[config.mk]
export PLATFORM = sky130hd
export DESIGN_NAME = field_ctrl_options
export DESIGN_NICKNAME = d
export VERILOG_FILES = /design/src/logic/field_ctrl_pkg.sv /design/src/logic/field_ctrl_options.sv /design/src/logic/economy_timer.sv
export VERILOG_INCLUDE_DIRS = /design/src /design/src/logic
export SDC_FILE = /design/constraint.sdc
export NUM_CORES = 1
export LEC_CHECK = 0
export ABC_AREA = 1
export BUFFER_PORTS_ARGS = -buffer_cell sky130_fd_sc_hd__clkbuf_2
export CAP_MARGIN = 10
export CORE_UTILIZATION = 62
export CTS_CLUSTER_DIAMETER = 40
export CTS_CLUSTER_SIZE = 28
export DETAILED_ROUTE_END_ITERATION = 8
export PLACE_DENSITY_LB_ADDON = 0.3
export SLEW_MARGIN = 20
export SYNTH_ARGS = -nofsm -noshare
export SYNTH_HDL_FRONTEND = slang
export SYNTH_SLANG_ARGS = --single-unit
[constraint.sdc]
create_clock -name pclk -period 42.4 [get_ports pclk]
set_input_delay 6.36 -clock pclk [delete_from_list [all_inputs] [get_ports pclk]]
set_output_delay 6.36 -clock pclk [all_outputs]
set_load 0.02 [all_outputs]
[src/logic/field_ctrl_regs.svh]
// register offsets, reset values and timing constants for the
// field current control options block; assumes 200 MHz pclk, APB
`ifndef FIELD_CTRL_REGS_SVH
`define FIELD_CTRL_REGS_SVH

`define OFS_ECONOMY_TIMEOUT   12'h000
`define OFS_CONTROL_BITS      12'h004
`define OFS_FRONT_ENDSTOP     12'h008
`define OFS_MAX_FIELD_1       12'h00C
`define OFS_MAX_FIELD_2       12'h010
`define OFS_MIN_FIELD         12'h014
`define OFS_FIELD_DEMAND_IN   12'h018
`define OFS_STATUS            12'h01C
`define OFS_SCALING_CODE      12'h020

`define RST_ECONOMY_TIMEOUT   8'h1E
`define RST_FRONT_ENDSTOP     10'h3E8
`define RST_MAX_FIELD_1       10'h3E8
`define RST_MAX_FIELD_2       10'h1F4
`define RST_MIN_FIELD         10'h1F4
`define RST_SCALING_CODE      7'h65
`define RST_CONTROL_BITS      12'h010

`define FULL_PHASE_FORWARD    10'h3E8
`define SCALING_CODE_MIN      7'h65
`define SCALING_CODE_MAX      7'h6E

// control bit positions within the control register
`define BIT_FIELD_ENABLE      0
`define BIT_SECOND_MAX        1
`define BIT_ECONOMY_ENABLE    2
`define BIT_FIELD_INT_NORMAL  4
`define BIT_VOLT_INT_DOUBLE   5
`define BIT_SPEED_GAIN_ADJ    6
`define BIT_DIRECT_FIRING     7
`define BIT_IR_SOURCE         8
`define BIT_FULL_CONTROL      9
`define BIT_GAIN_HALVE        10
`define BIT_GAIN_QUARTER      11
`define BIT_RESERVED          3
`define CONTROL_BITS_W        12

`define CLOCK_HZ              200000000
`define SECOND_CYCLES         (`CLOCK_HZ)

`endif

[src/logic/field_ctrl_pkg.sv]
// types shared by the field current control option files
// assumes the register header is included by users of the constants
package field_ctrl_pkg;

  typedef struct packed {
    logic       field_enable;
    logic       second_max_user;
    logic       economy_enable;
    logic       field_int_normal;
    logic       volt_int_double;
    logic       speed_gain_adj;
    logic       direct_firing;
    logic       ir_source;
    logic       full_control;
    logic       gain_halve;
    logic       gain_quarter;
  } control_type;

  typedef struct packed {
    logic [2:0] field_gain_shift;
    logic       field_int_boost;
    logic       volt_int_double;
    logic       ir_from_current;
    logic       full_control;
    logic       bypass_loops;
    logic       speed_gain_adj;
    logic       field_enable;
  } loop_cfg_type;

  typedef enum logic [1:0] {
    ECON_RUN,
    ECON_COUNT,
    ECON_REDUCED
  } economy_state_type;

endpackage

[src/logic/field_ctrl_options.sv]
// field current control options: limits, loop gain modifiers,
// economy switching and firing angle handling behind an APB slave
// assumes all inputs synchronous to pclk; 200 MHz clock
`include "field_ctrl_regs.svh"

module field_ctrl_options #(
  parameter int unsigned SECOND_CYCLES = `SECOND_CYCLES
) (
  input  wire logic        pclk,
  input  wire logic        presetn,
  input  wire logic        clk_en,
  input  wire logic        psel,
  input  wire logic        penable,
  input  wire logic        pwrite,
  input  wire logic [11:0] paddr,
  input  wire logic [31:0] pwdata,
  output logic      [31:0] prdata,
  output logic             pready,
  output logic             pslverr,
  input  wire logic        drive_enable,
  input  wire logic        full_control_link,
  input  wire logic        early_field_card,
  input  wire logic [9:0]  emf_field_demand,
  input  wire logic [9:0]  loop_firing_angle,
  output logic      [9:0]  field_limit,
  output logic      [9:0]  field_demand,
  output logic      [9:0]  firing_angle,
  output field_ctrl_pkg::loop_cfg_type loop_cfg,
  output logic             ir_source_current,
  output logic      [15:0] speed_gain_factor
);

  // ****************************************************************
  // register storage
  // ****************************************************************
  logic [7:0]  economy_timeout_seconds_reg;
  logic [9:0]  firing_front_endstop_reg;
  logic [9:0]  max_field_1_reg;
  logic [9:0]  max_field_2_reg;
  logic [9:0]  min_field_reg;
  logic [6:0]  scaling_code_reg;
  logic [`CONTROL_BITS_W-1:0] control_bits_reg;
  logic        scaling_reject_reg;

  // ****************************************************************
  // apb decode
  // ****************************************************************
  wire wr_access = psel & penable & pwrite & clk_en;
  wire rd_setup  = psel & ~penable & ~pwrite;

  function automatic logic hit(input logic [11:0] addr,
                               input logic [11:0] ofs);
    hit = (addr == ofs);
  endfunction

  wire sel_timeout  = hit(paddr, `OFS_ECONOMY_TIMEOUT);
  wire sel_control  = hit(paddr, `OFS_CONTROL_BITS);
  wire sel_endstop  = hit(paddr, `OFS_FRONT_ENDSTOP);
  wire sel_max1     = hit(paddr, `OFS_MAX_FIELD_1);
  wire sel_max2     = hit(paddr, `OFS_MAX_FIELD_2);
  wire sel_min      = hit(paddr, `OFS_MIN_FIELD);
  wire sel_demand   = hit(paddr, `OFS_FIELD_DEMAND_IN);
  wire sel_status   = hit(paddr, `OFS_STATUS);
  wire sel_scaling  = hit(paddr, `OFS_SCALING_CODE);
  wire sel_any      = sel_timeout | sel_control | sel_endstop |
                      sel_max1 | sel_max2 | sel_min | sel_demand |
                      sel_status | sel_scaling;

  // field and endstop values above 1000 are clipped on write
  function automatic logic [9:0] clip1000(input logic [31:0] v);
    clip1000 = (v > 32'(`FULL_PHASE_FORWARD)) ?
               `FULL_PHASE_FORWARD : v[9:0];
  endfunction

  wire [9:0] wdata_clipped = clip1000(pwdata);
  wire [6:0] wcode         = pwdata[6:0];
  wire       code_ok       = !early_field_card ||
                             ((wcode >= `SCALING_CODE_MIN) &&
                              (wcode <= `SCALING_CODE_MAX));

  // ****************************************************************
  // economy control of the field 2 selector
  // ****************************************************************
  wire economy_on = control_bits_reg[`BIT_ECONOMY_ENABLE];
  wire reduce_field;

  economy_timer #(
    .SECOND_CYCLES (SECOND_CYCLES)
  ) u_economy (
    .pclk            (pclk),
    .presetn         (presetn),
    .clk_en          (clk_en),
    .timer_enable    (economy_on),
    .drive_enable    (drive_enable),
    .timeout_seconds (economy_timeout_seconds_reg),
    .reduce_field    (reduce_field)
  );

  // timer owns the selector when enabled
  wire second_max_sel = economy_on ? reduce_field :
                        control_bits_reg[`BIT_SECOND_MAX];

  // ****************************************************************
  // control register write: timer-owned bit is not user writable
  // ****************************************************************
  logic [`CONTROL_BITS_W-1:0] control_bits_next;
  always_comb begin
    control_bits_next = control_bits_reg;
    if (wr_access && sel_control) begin
      control_bits_next = pwdata[`CONTROL_BITS_W-1:0];
      control_bits_next[`BIT_RESERVED] = 1'b0;
      if (economy_on || pwdata[`BIT_ECONOMY_ENABLE]) begin
        control_bits_next[`BIT_SECOND_MAX] =
          control_bits_reg[`BIT_SECOND_MAX];
      end
    end
  end

  // ****************************************************************
  // register next values
  // ****************************************************************
  wire wr_timeout = wr_access & sel_timeout;
  wire wr_endstop = wr_access & sel_endstop;
  wire wr_max1    = wr_access & sel_max1;
  wire wr_max2    = wr_access & sel_max2;
  wire wr_min     = wr_access & sel_min;
  wire wr_scaling = wr_access & sel_scaling;

  wire [7:0] economy_timeout_seconds_next =
    wr_timeout ? pwdata[7:0] : economy_timeout_seconds_reg;
  wire [9:0] firing_front_endstop_next =
    wr_endstop ? wdata_clipped : firing_front_endstop_reg;
  wire [9:0] max_field_1_next =
    wr_max1 ? wdata_clipped : max_field_1_reg;
  wire [9:0] max_field_2_next =
    wr_max2 ? wdata_clipped : max_field_2_reg;
  wire [9:0] min_field_next =
    wr_min ? wdata_clipped : min_field_reg;
  // out-of-range codes refused on the early card
  wire [6:0] scaling_code_next =
    (wr_scaling && code_ok) ? wcode : scaling_code_reg;
  wire       scaling_reject_next =
    wr_scaling ? !code_ok : scaling_reject_reg;

  // ****************************************************************
  // register processes, one short process per register
  // ****************************************************************
  always_ff @(posedge pclk or negedge presetn) begin
    if (!presetn) begin
      control_bits_reg <= `RST_CONTROL_BITS;
    end else if (clk_en) begin
      control_bits_reg <= control_bits_next;
    end
  end

  always_ff @(posedge pclk or negedge presetn) begin
    if (!presetn) begin
      economy_timeout_seconds_reg <= `RST_ECONOMY_TIMEOUT;
    end else if (clk_en) begin
      economy_timeout_seconds_reg <= economy_timeout_seconds_next;
    end
  end

  always_ff @(posedge pclk or negedge presetn) begin
    if (!presetn) begin
      firing_front_endstop_reg <= `RST_FRONT_ENDSTOP;
    end else if (clk_en) begin
      firing_front_endstop_reg <= firing_front_endstop_next;
    end
  end

  always_ff @(posedge pclk or negedge presetn) begin
    if (!presetn) begin
      max_field_1_reg <= `RST_MAX_FIELD_1;
    end else if (clk_en) begin
      max_field_1_reg <= max_field_1_next;
    end
  end

  always_ff @(posedge pclk or negedge presetn) begin
    if (!presetn) begin
      max_field_2_reg <= `RST_MAX_FIELD_2;
    end else if (clk_en) begin
      max_field_2_reg <= max_field_2_next;
    end
  end

  always_ff @(posedge pclk or negedge presetn) begin
    if (!presetn) begin
      min_field_reg <= `RST_MIN_FIELD;
    end else if (clk_en) begin
      min_field_reg <= min_field_next;
    end
  end

  always_ff @(posedge pclk or negedge presetn) begin
    if (!presetn) begin
      scaling_code_reg <= `RST_SCALING_CODE;
    end else if (clk_en) begin
      scaling_code_reg <= scaling_code_next;
    end
  end

  always_ff @(posedge pclk or negedge presetn) begin
    if (!presetn) begin
      scaling_reject_reg <= 1'b0;
    end else if (clk_en) begin
      scaling_reject_reg <= scaling_reject_next;
    end
  end

  // ****************************************************************
  // field limits and demand
  // ****************************************************************
  wire [9:0] limit_sel   = second_max_sel ? max_field_2_reg
                                          : max_field_1_reg;
  wire [9:0] demand_hi   = (emf_field_demand > limit_sel) ?
                           limit_sel : emf_field_demand;
  // min wins if it is set above the max limit
  wire [9:0] demand_lim  = (demand_hi < min_field_reg) ?
                           min_field_reg : demand_hi;

  // ****************************************************************
  // firing angle
  // ****************************************************************
  wire       direct_on   = control_bits_reg[`BIT_DIRECT_FIRING];
  // field 2 drives the bridge, no loop protection
  wire [9:0] angle_raw   = direct_on ? max_field_2_reg
                                     : loop_firing_angle;
  // 1000 is fully forward, endstop clamps advance
  wire [9:0] angle_clamp = (angle_raw > firing_front_endstop_reg) ?
                           firing_front_endstop_reg : angle_raw;

  // ****************************************************************
  // loop configuration
  // ****************************************************************
  wire halve   = control_bits_reg[`BIT_GAIN_HALVE];
  wire quarter = control_bits_reg[`BIT_GAIN_QUARTER];
  // shift of 1, 2 or 3 gives 2, 4 or 8
  wire [2:0] gain_shift = {1'b0, quarter, halve};

  field_ctrl_pkg::loop_cfg_type cfg_next;
  always_comb begin
    cfg_next.field_gain_shift = gain_shift;
    cfg_next.field_int_boost  =
      ~control_bits_reg[`BIT_FIELD_INT_NORMAL];
    cfg_next.volt_int_double  =
      control_bits_reg[`BIT_VOLT_INT_DOUBLE];
    cfg_next.ir_from_current  = control_bits_reg[`BIT_IR_SOURCE];
    // full control only with the external link set
    cfg_next.full_control     =
      control_bits_reg[`BIT_FULL_CONTROL] & full_control_link;
    cfg_next.bypass_loops     = direct_on;
    cfg_next.speed_gain_adj   = control_bits_reg[`BIT_SPEED_GAIN_ADJ];
    cfg_next.field_enable     = control_bits_reg[`BIT_FIELD_ENABLE];
  end

  // speed gain in 8.8 fixed point; divider kept combinational
  // since the option updates at control tick rates
  wire [17:0] gain_quot  = (demand_lim == 10'h000) ? 18'h00100 :
                           ({max_field_1_reg, 8'h00} /
                            {8'h00, demand_lim});
  wire [15:0] gain_sat   = (gain_quot > 18'h0FFFF) ? 16'hFFFF
                                                   : gain_quot[15:0];
  wire [15:0] gain_next  = cfg_next.speed_gain_adj ? gain_sat
                                                   : 16'h0100;

  // ****************************************************************
  // read mux
  // ****************************************************************
  wire [31:0] status_word = {26'h0, scaling_reject_reg,
                             cfg_next.full_control, direct_on,
                             reduce_field, second_max_sel,
                             drive_enable};
  wire [`CONTROL_BITS_W-1:0] control_view =
    {control_bits_reg[`CONTROL_BITS_W-1:2], second_max_sel,
     control_bits_reg[0]};

  wire [31:0] rd_word =
    sel_timeout ? {24'h0, economy_timeout_seconds_reg} :
    sel_control ? {20'h0, control_view} :
    sel_endstop ? {22'h0, firing_front_endstop_reg} :
    sel_max1    ? {22'h0, max_field_1_reg} :
    sel_max2    ? {22'h0, max_field_2_reg} :
    sel_min     ? {22'h0, min_field_reg} :
    sel_demand  ? {22'h0, demand_lim} :
    sel_status  ? status_word :
    sel_scaling ? {25'h0, scaling_code_reg} : 32'h0;

  // ****************************************************************
  // registered outputs
  // ****************************************************************
  always_ff @(posedge pclk or negedge presetn) begin
    if (!presetn) begin
      prdata            <= 32'h0;
      pready            <= 1'b0;
      pslverr           <= 1'b0;
    end else if (clk_en) begin
      // no wait states: pready rises in the first access cycle
      pready  <= psel & ~penable;
      pslverr <= psel & ~penable & ~sel_any;
      if (rd_setup) begin
        prdata <= rd_word;
      end
    end
  end

  always_ff @(posedge pclk or negedge presetn) begin
    if (!presetn) begin
      field_limit       <= `RST_MAX_FIELD_1;
      field_demand      <= `RST_MIN_FIELD;
      firing_angle      <= 10'h000;
      loop_cfg          <= '0;
      ir_source_current <= 1'b0;
      speed_gain_factor <= 16'h0100;
    end else if (clk_en) begin
      field_limit       <= limit_sel;
      field_demand      <= demand_lim;
      firing_angle      <= angle_clamp;
      loop_cfg          <= cfg_next;
      ir_source_current <= cfg_next.ir_from_current;
      speed_gain_factor <= gain_next;
    end
  end

endmodule

[src/logic/economy_timer.sv]
// economy timer: counts whole seconds while the drive is disabled
// assumes drive_enable is synchronous to pclk
`include "field_ctrl_regs.svh"

module economy_timer #(
  parameter int unsigned SECOND_CYCLES = `SECOND_CYCLES
) (
  input  wire logic       pclk,
  input  wire logic       presetn,
  input  wire logic       clk_en,
  input  wire logic       timer_enable,
  input  wire logic       drive_enable,
  input  wire logic [7:0] timeout_seconds,
  output logic            reduce_field
);

  field_ctrl_pkg::economy_state_type state_reg;
  field_ctrl_pkg::economy_state_type state_next;
  logic [31:0] tick_reg;
  logic [31:0] tick_next;
  logic [7:0]  secs_reg;
  logic [7:0]  secs_next;

  wire second_done = (tick_reg == SECOND_CYCLES - 1);
  wire expired     = (secs_reg >= timeout_seconds);

  always_comb begin
    state_next = state_reg;
    tick_next  = tick_reg;
    secs_next  = secs_reg;
    // re-enable clears the timer and restores field 1
    if (!timer_enable || drive_enable) begin
      state_next = field_ctrl_pkg::ECON_RUN;
      tick_next  = '0;
      secs_next  = '0;
    end else begin
      unique case (state_reg)
        field_ctrl_pkg::ECON_RUN: begin
          state_next = field_ctrl_pkg::ECON_COUNT;
        end
        field_ctrl_pkg::ECON_COUNT: begin
          // zero seconds means switch at once
          if (expired) begin
            state_next = field_ctrl_pkg::ECON_REDUCED;
          end else if (second_done) begin
            tick_next = '0;
            secs_next = secs_reg + 8'h01;
          end else begin
            tick_next = tick_reg + 32'h1;
          end
        end
        field_ctrl_pkg::ECON_REDUCED: begin
          state_next = field_ctrl_pkg::ECON_REDUCED;
        end
        default: begin
          state_next = field_ctrl_pkg::ECON_RUN;
        end
      endcase
    end
  end

  always_ff @(posedge pclk or negedge presetn) begin
    if (!presetn) begin
      state_reg <= field_ctrl_pkg::ECON_RUN;
      tick_reg  <= '0;
      secs_reg  <= '0;
    end else if (clk_en) begin
      state_reg <= state_next;
      tick_reg  <= tick_next;
      secs_reg  <= secs_next;
    end
  end

  assign reduce_field = (state_reg == field_ctrl_pkg::ECON_REDUCED);

endmodule

# --- Yosys cells after proc, flatten, opt, wreduce, memory -nomap -nowiden ---
# Cells that the tools add are included.
word_totals:
  regBits: 198
  input_bits: 73
  output_inout_bits: 91
  elab_cells: 134
op_classes:
  n_addsub: 2
  n_div: 1
  n_lt_le_gt_ge: 8
  eq_ne: 13
  n_mux: 30
  bitwise_logic: 26
  reduce_logical: 27
op_table:
  columns: ["cell", "count"]
  rows:
  - ["32-bit 2-to-1 mux", 4]
  - ["10-bit 2-to-1 mux", 11]
  - ["12-bit by 5-bit equality test with 1-bit output, second input constant", 4]
  - ["32-bit by 1-bit adder with 32-bit output, second input constant", 1]
  - ["32-bit by 28-bit equality test with 1-bit output, second input constant", 1]
  - ["32-bit by 10-bit greater-than comparator with 1-bit output, second input constant", 1]
  - ["16-bit 2-to-1 mux", 2]
  - ["8-bit 2-to-1 mux", 4]
  - ["12-bit by 4-bit equality test with 1-bit output, second input constant", 2]
  - ["12-bit 2-to-1 mux", 2]
  - ["10-bit greater-than comparator", 2]
  - ["2-bit AND reduction", 10]
  - ["18-bit by 10-bit divider with 18-bit output", 1]
  - ["18-bit by 16-bit greater-than comparator with 1-bit output, second input constant", 1]
  - ["18-bit 2-to-1 mux", 1]
  - ["7-bit 2-to-1 mux", 2]
  - ["1-bit bitwise AND", 13]
  - ["12-bit by 3-bit equality test with 1-bit output, second input constant", 1]
  - ["12-bit by 6-bit equality test with 1-bit output, second input constant", 1]
  - ["12-bit zero test", 1]
  - ["10-bit zero test", 1]
  - ["10-bit less-than comparator", 1]
  - ["8-bit by 1-bit adder with 8-bit output, second input constant", 1]
  - ["8-bit greater-or-equal comparator", 1]
  - ["other kinds (18)", 38]

# --- Depth between registers and ports, before layout ---
# Gate-level depths: netlist of the first run.
depth:
  ltp_word: 14
  mapped_depth: 260
  depth_no_buf: 246

# --- Modules after synthesis ---
# Synthesis of the first run repeated with hierarchy kept, for this count alone.
unflattened:
  hier_cells: 2732
  hier_area_um2: 18161.2
modules_own_cells:
  columns: ["module", "n_inst", "cells_each", "area_each_um2", "seq_area_each_um2"]
  rows:
  - ["field_ctrl_options", 1, 2237, 14975.6, 3460.8]
  - ["economy_timer", 1, 495, 3185.6, 1051.0]

# --- Worst setup path before layout of the first run ---
# No wires, ideal clock.
synth_path:
  kind: "input-to-reg"
  start: "in emf_field_demand[9]"
  end: "reg speed_gain_factor[0]"
  setup_time_ps: 117
  arrival_ps: 36683
  required_ps: 42283
  setup_slack_ps: 5600
  stages: 241
  n_path_buf: 13
  path_cell_list: "ha_1 -> nand2_1 -> inv_1 -> nand3_1 -> nor2_1 -> nand2_1 -> nor2_2 -> nand3_1 -> nand2_1 -> inv_1 -> nand2_2 -> nand2_4 -> buf_2 -> o21ai_0 -> ha_1 -> a21oi_1 -> nor2_1 -> a211oi_1 -> [... 205 more ...] -> clkinv_1 -> buf_2 -> o21ai_0 -> ha_1 -> a21oi_1 -> nor2_1 -> a211oi_1 -> o21ai_0 -> a221oi_1 -> o21ai_0 -> nor2_1 -> nand2_1 -> nor2_1 -> nand3_1 -> nor2_1 -> nand3_1 -> nand2_1 -> nand2_1"
synth_via:
  elab_chain_cells: 9
  elab_cells_between_ends: 10
  cone_classes: "div (1); order compare (3); mux (5); reduce/logical (1)"
synth_rtl:
  columns: ["element", "line_no", "text"]
  rows:
  - ["from (decl)", "field_ctrl_options.sv:23", "input wire logic [9:0] emf_field_demand,"]
  - ["10-bit greater-than comparator", "field_ctrl_options.sv:217", "wire [9:0] demand_hi = (emf_field_demand > limit_sel) ?"]
  - ["10-bit 2-to-1 mux (*)", "field_ctrl_options.sv:217", null]
  - ["10-bit less-than comparator", "field_ctrl_options.sv:220", "wire [9:0] demand_lim = (demand_hi < min_field_reg) ?"]
  - ["10-bit 2-to-1 mux (*)", "field_ctrl_options.sv:220", null]
  - ["18-bit by 10-bit divider with 18-bit output / 10-bit zero test (equally long branches)", "field_ctrl_options.sv:261, field_ctrl_options.sv:260", null]
  - ["18-bit 2-to-1 mux (*)", "field_ctrl_options.sv:260", "wire [17:0] gain_quot = (demand_lim == 10'h000) ? 18'h00100 :"]
  - ["18-bit by 16-bit greater-than comparator with 1-bit output", "field_ctrl_options.sv:263", "wire [15:0] gain_sat = (gain_quot > 18'h0FFFF) ? 16'hFFFF"]
  - ["16-bit 2-to-1 mux (*)", "field_ctrl_options.sv:263", null]
  - ["16-bit 2-to-1 mux (*)", "field_ctrl_options.sv:265", "wire [15:0] gain_next = cfg_next.speed_gain_adj ? gain_sat"]
  - ["to (signal assigned)", "field_ctrl_options.sv:322", "speed_gain_factor <= gain_next;"]
  - ["to (decl)", "field_ctrl_options.sv:30", "output logic [15:0] speed_gain_factor"]
# Every way passes the cells marked *; elsewhere a longest branch is shown, timed or not.
# A chain may end at the register's enable or synchronous reset.

# --- Worst setup path after layout of the first run ---
# Ends and elaborated chain as after synthesis.

==> results of run 1 <==
[cell type report]
cell class | instances | area share [%]
clock buffer | 18 | 2.33
clock inverter | 14 | 0.863
timing repair inverter | 1 | 0.0266
sequential | 178 | 23.9
inverter | 350 | 7.05
timing repair buffer | 166 | 4.81
tap | 341 | 2.26
multi-input combinational | 1935 | 58.7
[logic make-up (layout without fill, tap and decap cells)]
| group | Yosys count | in the layout | share of synthesized area (%) |
|---|---|---|---|
| mux | 1 | 1 | 0.0585 |
| other cells | 1 | 21 | 0.0219 |
| fa+ha+maj | 162 | 162 | 11.8 |
| compound gates | 546 | 547 | 18.1 |
| xor+xnor | 86 | 86 | 4.40 |
| buf+inv | 429 | 549 | 10.1 |
| flops | 178 | 178 | 26.4 |
| simple gates | 1118 | 1118 | 29.1 |
[synth_stat cells (all sizes together) (4+ instances only)]
cell / instances / area (um2)
a2111oi: 5 / 43.8
a211oi: 8 / 60.1
a21o: 4 / 30.0
a21oi: 147 / 747
a221oi: 13 / 114
a31oi: 6 / 37.5
and2: 5 / 31.3
and3: 5 / 31.3
buf: 34 / 250
clkbuf: 45 / 169
clkinv: 7 / 26.3
dfrtp: 132 / 3300
dfstp: 46 / 1210
ha: 162 / 2030
inv: 343 / 1290
nand2: 666 / 2650
nand3: 142 / 778
nand3b: 7 / 52.6
nand4: 40 / 250
nor2: 179 / 769
nor3: 39 / 206
nor4: 18 / 113
o2111ai: 5 / 43.8
o211ai: 7 / 52.6
o21a: 9 / 67.6
o21ai: 297 / 1520
o21bai: 14 / 109
o221ai: 6 / 52.6
o31ai: 9 / 67.6
o41ai: 7 / 61.3
or2: 15 / 93.9
xnor2: 50 / 438
xor2: 36 / 315
[path summary, 6_finish.rpt]
check | startpoint | endpoint | slack, ns
worst min register to register | speed_gain_factor[3] | speed_gain_factor[3] | 0.48
max in group asynchronous | presetn | firing_angle[1] | 34.98
worst min-delay path | speed_gain_factor[3] | speed_gain_factor[3] | 0.48
min in group asynchronous | presetn | u_economy.tick_reg[5] | 6.05
worst max register to register | u_economy.state_reg[0] | speed_gain_factor[0] | 7.73
worst max-delay path | emf_field_demand[9] | speed_gain_factor[0] | 3.35
[report_power, final]
part / switching (mW) / internal (mW)
Clock: 0.0826 / 0.0813
Combinational: 0.764 / 0.411
Sequential: 0.00338 / 0.175
Total: 0.850 / 0.668
[through the flow]
step / cells / util, %
floorplan: 2541 / -
global placement: 2954 / 66.6
detailed placement: 2954 / 66.6
CTS: 2986 / 68.8
global route: 3003 / 69.7
finish: 3003 / 69.7
[worst reg2reg max path, delay by kind of cell (launching register included)]
kind	cells	cell delay (ns)
compound gates	76	12.72
xor+xnor	1	0.20
fa+ha+maj	20	6.44
buf+inv	33	3.42
flops	1	0.36
simple gates	96	11.38
[per-layer routing]
metal,part of all wire [%],routed length (um)
met1,44,22400
met2,45,22600
met3,7.6,3810
met4,2.9,1480
met5,0,0
[repair_timing]
| action | 4_1_cts | 5_1_grt |
|---|---|---|
| resized for setup | 0 | 36 |
| setup buffers | 0 | 15 |
| endpoints found under the setup margin | 0 | 2 |
==> flow_summary.ini, run 1 <==
[run_status]
status = completed

[floorplan]
initial_core_util_pct = 63.3
io_pins = 164
core_um2 = 27000
die_x_um = 168
num_rows = 60
die_area_um2 = 28300
die_h_um = 168

[clock_tree]
htree_num_levels = 4
cts_tree = built
cts_buffers = 17
cts_root_buf = clkbuf_16
ctsHoldBuffers = 0
clk_latency_ns = 0.45
clkSinkCount = 178
path_clk_slew_ns = 0.07
clockBufferDepth = 2

[critical_path]
startpoint_type = input pin
cp_max_fo = 19
crit_top_cell = nand2_1
arrival_ns = 39.38
critical_path_class = input pin to flop
crit_slowest_cell = nor4_1
rr_worst_depth = 226
cp_num_cells = 225
cp-end-kind = flop
path_delay_family = compound AO/OA/AOI/OAI gates
required_ns = 42.73
cp_num_buf_inv = 33
critPathMaxStageDelay_ns = 0.43

[timing]
finalMaxSlewViolations = 0
max_freq_mhz = 25.6
setup_viol = 0
setup_slack_ns = 3.35
maxSlewHeadroom_pct = 31.7
period_share_pct = 92.1
totalNegativeSetupSlack_ns = 0
post-route-min-period_ns = 39.05
whs_ns = 0.478
finClkSkew_ns = 0.0118
worstMarginPinSlew_ns = 1.02
hold_viol_final = 0
rsz0062_at_grt = false

[pwr]
p_per_area_nw_per_um2 = 80.5
power_mw = 1.52
irDropWorstVdd_mv = 0.0959
p_leak_nw = 9.71

[synthesis]
ys_ff_latch = 178
synth_edf_count = 0
synth.yosys.seq_area_share_pct = 26.4
syn_area_per_cell_um2 = 6.79
syn_inst = 2521
dominantRegCellSynth = dfrtp_1
synth_warnings = 0
syn-cell-area_um2 = 17100
synth.distinct_cells = 65
async_reset_ff_share_pct = 100

[layout]
antennaDiodeCount = 0
finalInstanceArea_um2 = 18800
largest_reg_flops = 32
final_cell_mix = 624 x nand2_1, 326 x inv_1, 258 x o21ai_0, 162 x ha_1, 161 x nor2_1
multiInputGateArea_um2 = 11100
nFillCells = 2284
seqCellArea_um2 = 4510
area_growth_pct = 10.1
nNetsFinal = 2884
drive_gt1_share_pct = 13.8
layout_commonest_cell = nand2_1

[global_routing]
use_met2_pct = 57.3
grtUsageTotal_pct = 35.6
antenna_found_initial = 0
use_met1_pct = 49.2
grt_first_pass_wirelength_um = 81200
overflow = 0
grt_max_degree = 119
grt.busiest_layer = met2
grt_use_met3_pct = 5.55
grt_pass1_vias = 16300

[routing]
via_per_inst = 5.85
post_drt_wl_per_cell_um = 16.7
detail-route-antenna-nets = 0
route.detailed.drc = 0
firstDrtPassIters = 6
route.vias.total = 17600
routed_wl_um = 50300
drt_iter0_drc = 1763

[placed_design]
port_buffers = 142
routabilityCongestion = 0.986
dp_hpwl_um = 37600
place_ws_ns = 1.63
detailed_place.area_um2 = 18000

[min_path]
holdCritPathClass = flop to flop
hold_depth = 2

[flow_run]
max_cap_violations = 0
(Power assumes the default switching activity.)
==> inputs of run 2 (changes only) <==
--- a/config.mk
+++ b/config.mk
@@ -6,7 +6,6 @@
 export SDC_FILE = /design/constraint.sdc
 export NUM_CORES = 1
 export LEC_CHECK = 0
-export ABC_AREA = 1
 export BUFFER_PORTS_ARGS = -buffer_cell sky130_fd_sc_hd__clkbuf_2
 export CAP_MARGIN = 10
 export CORE_UTILIZATION = 62
==> run 2 against run 1 <==
Against the previous run: synthesized cell count shrank 15%; design area rose by 16%; sequential share of layout area decreased by 3.4 points; clock skew grew 0.0022 ns; worst hold slack better by 0.011 ns; critical path depth shrank 44; non-clock buffer count rose by 179; flip-flop and latch count did not move; area after synthesis is 3.8% higher; cell count decreased by 5.7%; utilization rose by 8.5 points; largest cell class unchanged; highest routed layer unchanged.
==> flow_summary.ini, run 2 <==
[run_status]
status = completed

[floorplan]
die_h_um = 171
initial_core_util_pct = 63.4
die_x_um = 171
core_um2 = 28000
die_area_um2 = 29300
io_pins = 164
num_rows = 61

[critical_path]
critPathMaxStageDelay_ns = 0.58
r2r_slack_ns = 4.66
cp-end-kind = flop
crit_top_cell = ha_1
crit_slowest_cell = or4_4
cp_max_fo = 13
critical_path_class = input pin to flop
startpoint_type = input pin
required_ns = 42.73
arrival_ns = 41.90

[layout]
drive_gt1_share_pct = 29.7
area_growth_pct = 23.4
instances_no_fill = 2832
largest_reg_flops = 32
finalInstanceArea_um2 = 21900
nNetsFinal = 2675
final_util_pct = 78.3
nFillCells = 1936
final_cell_mix = 190 x nand2_1, 190 x buf_4, 180 x nor2_1, 150 x o21ai_0, 139 x clkbuf_2

[routing]
firstDrtPassIters = 6
routed_wl_um = 62500
route.vias.total = 19000
via_per_inst = 6.72
drt_iter0_drc = 2040
detail-route-antenna-nets = 0
route.detailed.drc = 0
post_drt_wl_per_cell_um = 22.1

[clock_tree]
cts_root_buf = clkbuf_16
cts_buffers = 17
clkSinkCount = 178
clk_latency_ns = 0.45
clockBufferDepth = 2
path_clk_slew_ns = 0.08
ctsHoldBuffers = 0
htree_num_levels = 4
cts_tree = built

[timing]
setup_viol = 0
worstMarginPinSlew_ns = 0.954
period_share_pct = 98.0
totalNegativeSetupSlack_ns = 0
finClkSkew_ns = 0.0140
hold_viol_final = 0
maxSlewHeadroom_pct = 35.9
post-route-min-period_ns = 41.56
max_freq_mhz = 24.1
finalMaxSlewViolations = 0

[synthesis]
synth.yosys.seq_area_share_pct = 25.4
syn_area_per_cell_um2 = 8.25
ys_ff_latch = 178
synth_area_leaders = dfrtp_1 19%, ha_1 11%, dfstp_2 6.8%, o21ai_0 5.2%, mux2_2 5.2%
synth.distinct_cells = 108
synth_top_area_share_pct = 18.6
synth_warnings = 0
dominantRegCellSynth = dfrtp_1
syn_inst = 2154
syn-cell-area_um2 = 17800
synth_edf_count = 0
async_reset_ff_share_pct = 100
synth.most_common_cell = nand2_1
yosys.area.top_type = dfrtp_1
synthTopCellsByCount = 193 x nand2_1, 192 x nor2_1, 186 x o21ai_0, 162 x ha_1, 146 x a21oi_1

[flow_run]
max_cap_violations = 0

[global_routing]
use_met2_pct = 67.1
overflow = 0
grt_pass1_vias = 17700
grt_use_met3_pct = 6.63
antenna_found_initial = 1
grtUsageTotal_pct = 40.4
use_met1_pct = 50.1
grt.busiest_layer = met2
grt_first_pass_wirelength_um = 92300
grt_max_degree = 100

[placed_design]
routabilityCongestion = 0.988
place_inst = 2709
port_buffers = 142
detailed_place.area_um2 = 19700
dp_hpwl_um = 44300

[min_path]
holdCritPathClass = flop to flop
run 2: cell count changes in the layout (fill, tap and decap cells not counted), sizes merged, moves of 90 or more:
cell   before  now
buf        24  206
inv       350  118
mux2        0   90
nand2     666  196
nand3     142   43
o21ai     297  203
run 2: final timing paths:
| path | cells after the start | start | endpoint |
|---|---|---|---|
| setup / recovery | 181 | emf_field_demand[8] | speed_gain_factor[0] |
| hold / removal | 2 | field_limit[6] | field_limit[6] |
| setup reg to reg | 185 | u_economy.state_reg[0] | speed_gain_factor[0] |
| hold reg to reg | 2 | field_limit[6] | field_limit[6] |
| max in group asynchronous | 2 | presetn | u_economy.state_reg[0] |
| min in group asynchronous | 1 | presetn | firing_angle[7] |
run 2: stage by stage:
stage                     worst slack (ns)  hold slack, ns
final                                0.837           0.489
after global routing                -0.847           0.500
after CTS                          0.00837           0.488
after detailed placement             -1.36           0.477
after global placement             -0.0918           0.467
after floorplan                    0.00190           0.461
run 2: per-layer routing:
layer  wire length [um]  up-vias  part of all wire (%)
met5                  0        -                     0
met4               3910        0                   6.3
met3               5610      306                   9.0
met2              28700     1180                    46
met1              24300     9016                    39
li1                   -     8523                     -
run 2: critical path: cells and delay by family:
kind / cells / cell delay (ns)
adder cells (fa/ha/maj): 19 / 5.52
AND/OR/NAND/NOR: 41 / 7.36
buffers and inverters: 13 / 1.79
AO/OA/AOI/OAI: 103 / 19.28
multiplexers: 5 / 1.48
run 2: final cells by class:
class / instances / area, um2 / share of cell area, %
Tap cell: 378 / 473 / 2.16
Antenna cell: 1 / 2.50 / 0.0114
Timing Repair Buffer: 345 / 2320 / 10.6
Multi-Input combinational cell: 1787 / 13600 / 62.1
Sequential cell: 178 / 4510 / 20.6
Clock buffer: 18 / 429 / 1.96
Inverter: 111 / 417 / 1.90
Clock inverter: 14 / 166 / 0.759
run 2: logic make-up (layout without fill, tap and decap cells):
logic type               after synthesis  in the layout  synth area share [%]
buffers and inverters                211            488                  5.09
multiplexers                         120            120                  7.75
XOR/XNOR                             107            107                  5.27
AO/OA/AOI/OAI                        690            691                  25.9
AND/OR/NAND/NOR                      684            685                  19.1
flip-flops                           178            178                  25.4
adder cells (fa/ha/maj)              163            163                  11.5
other                                  1             22                0.0211
run 2: what timing repair did:
action / in CTS / in global routing
setup endpoints to repair: 1 / 2
pin swaps: 21 / 122
gates resized for setup: 41 / 188
gates cloned: 1 / 1
setup buffers: 32 / 56
Power of run 2 is left out: the tool's default activity adds up to more than one toggle a clock period on the data nets, which glitch-free logic cannot reach.
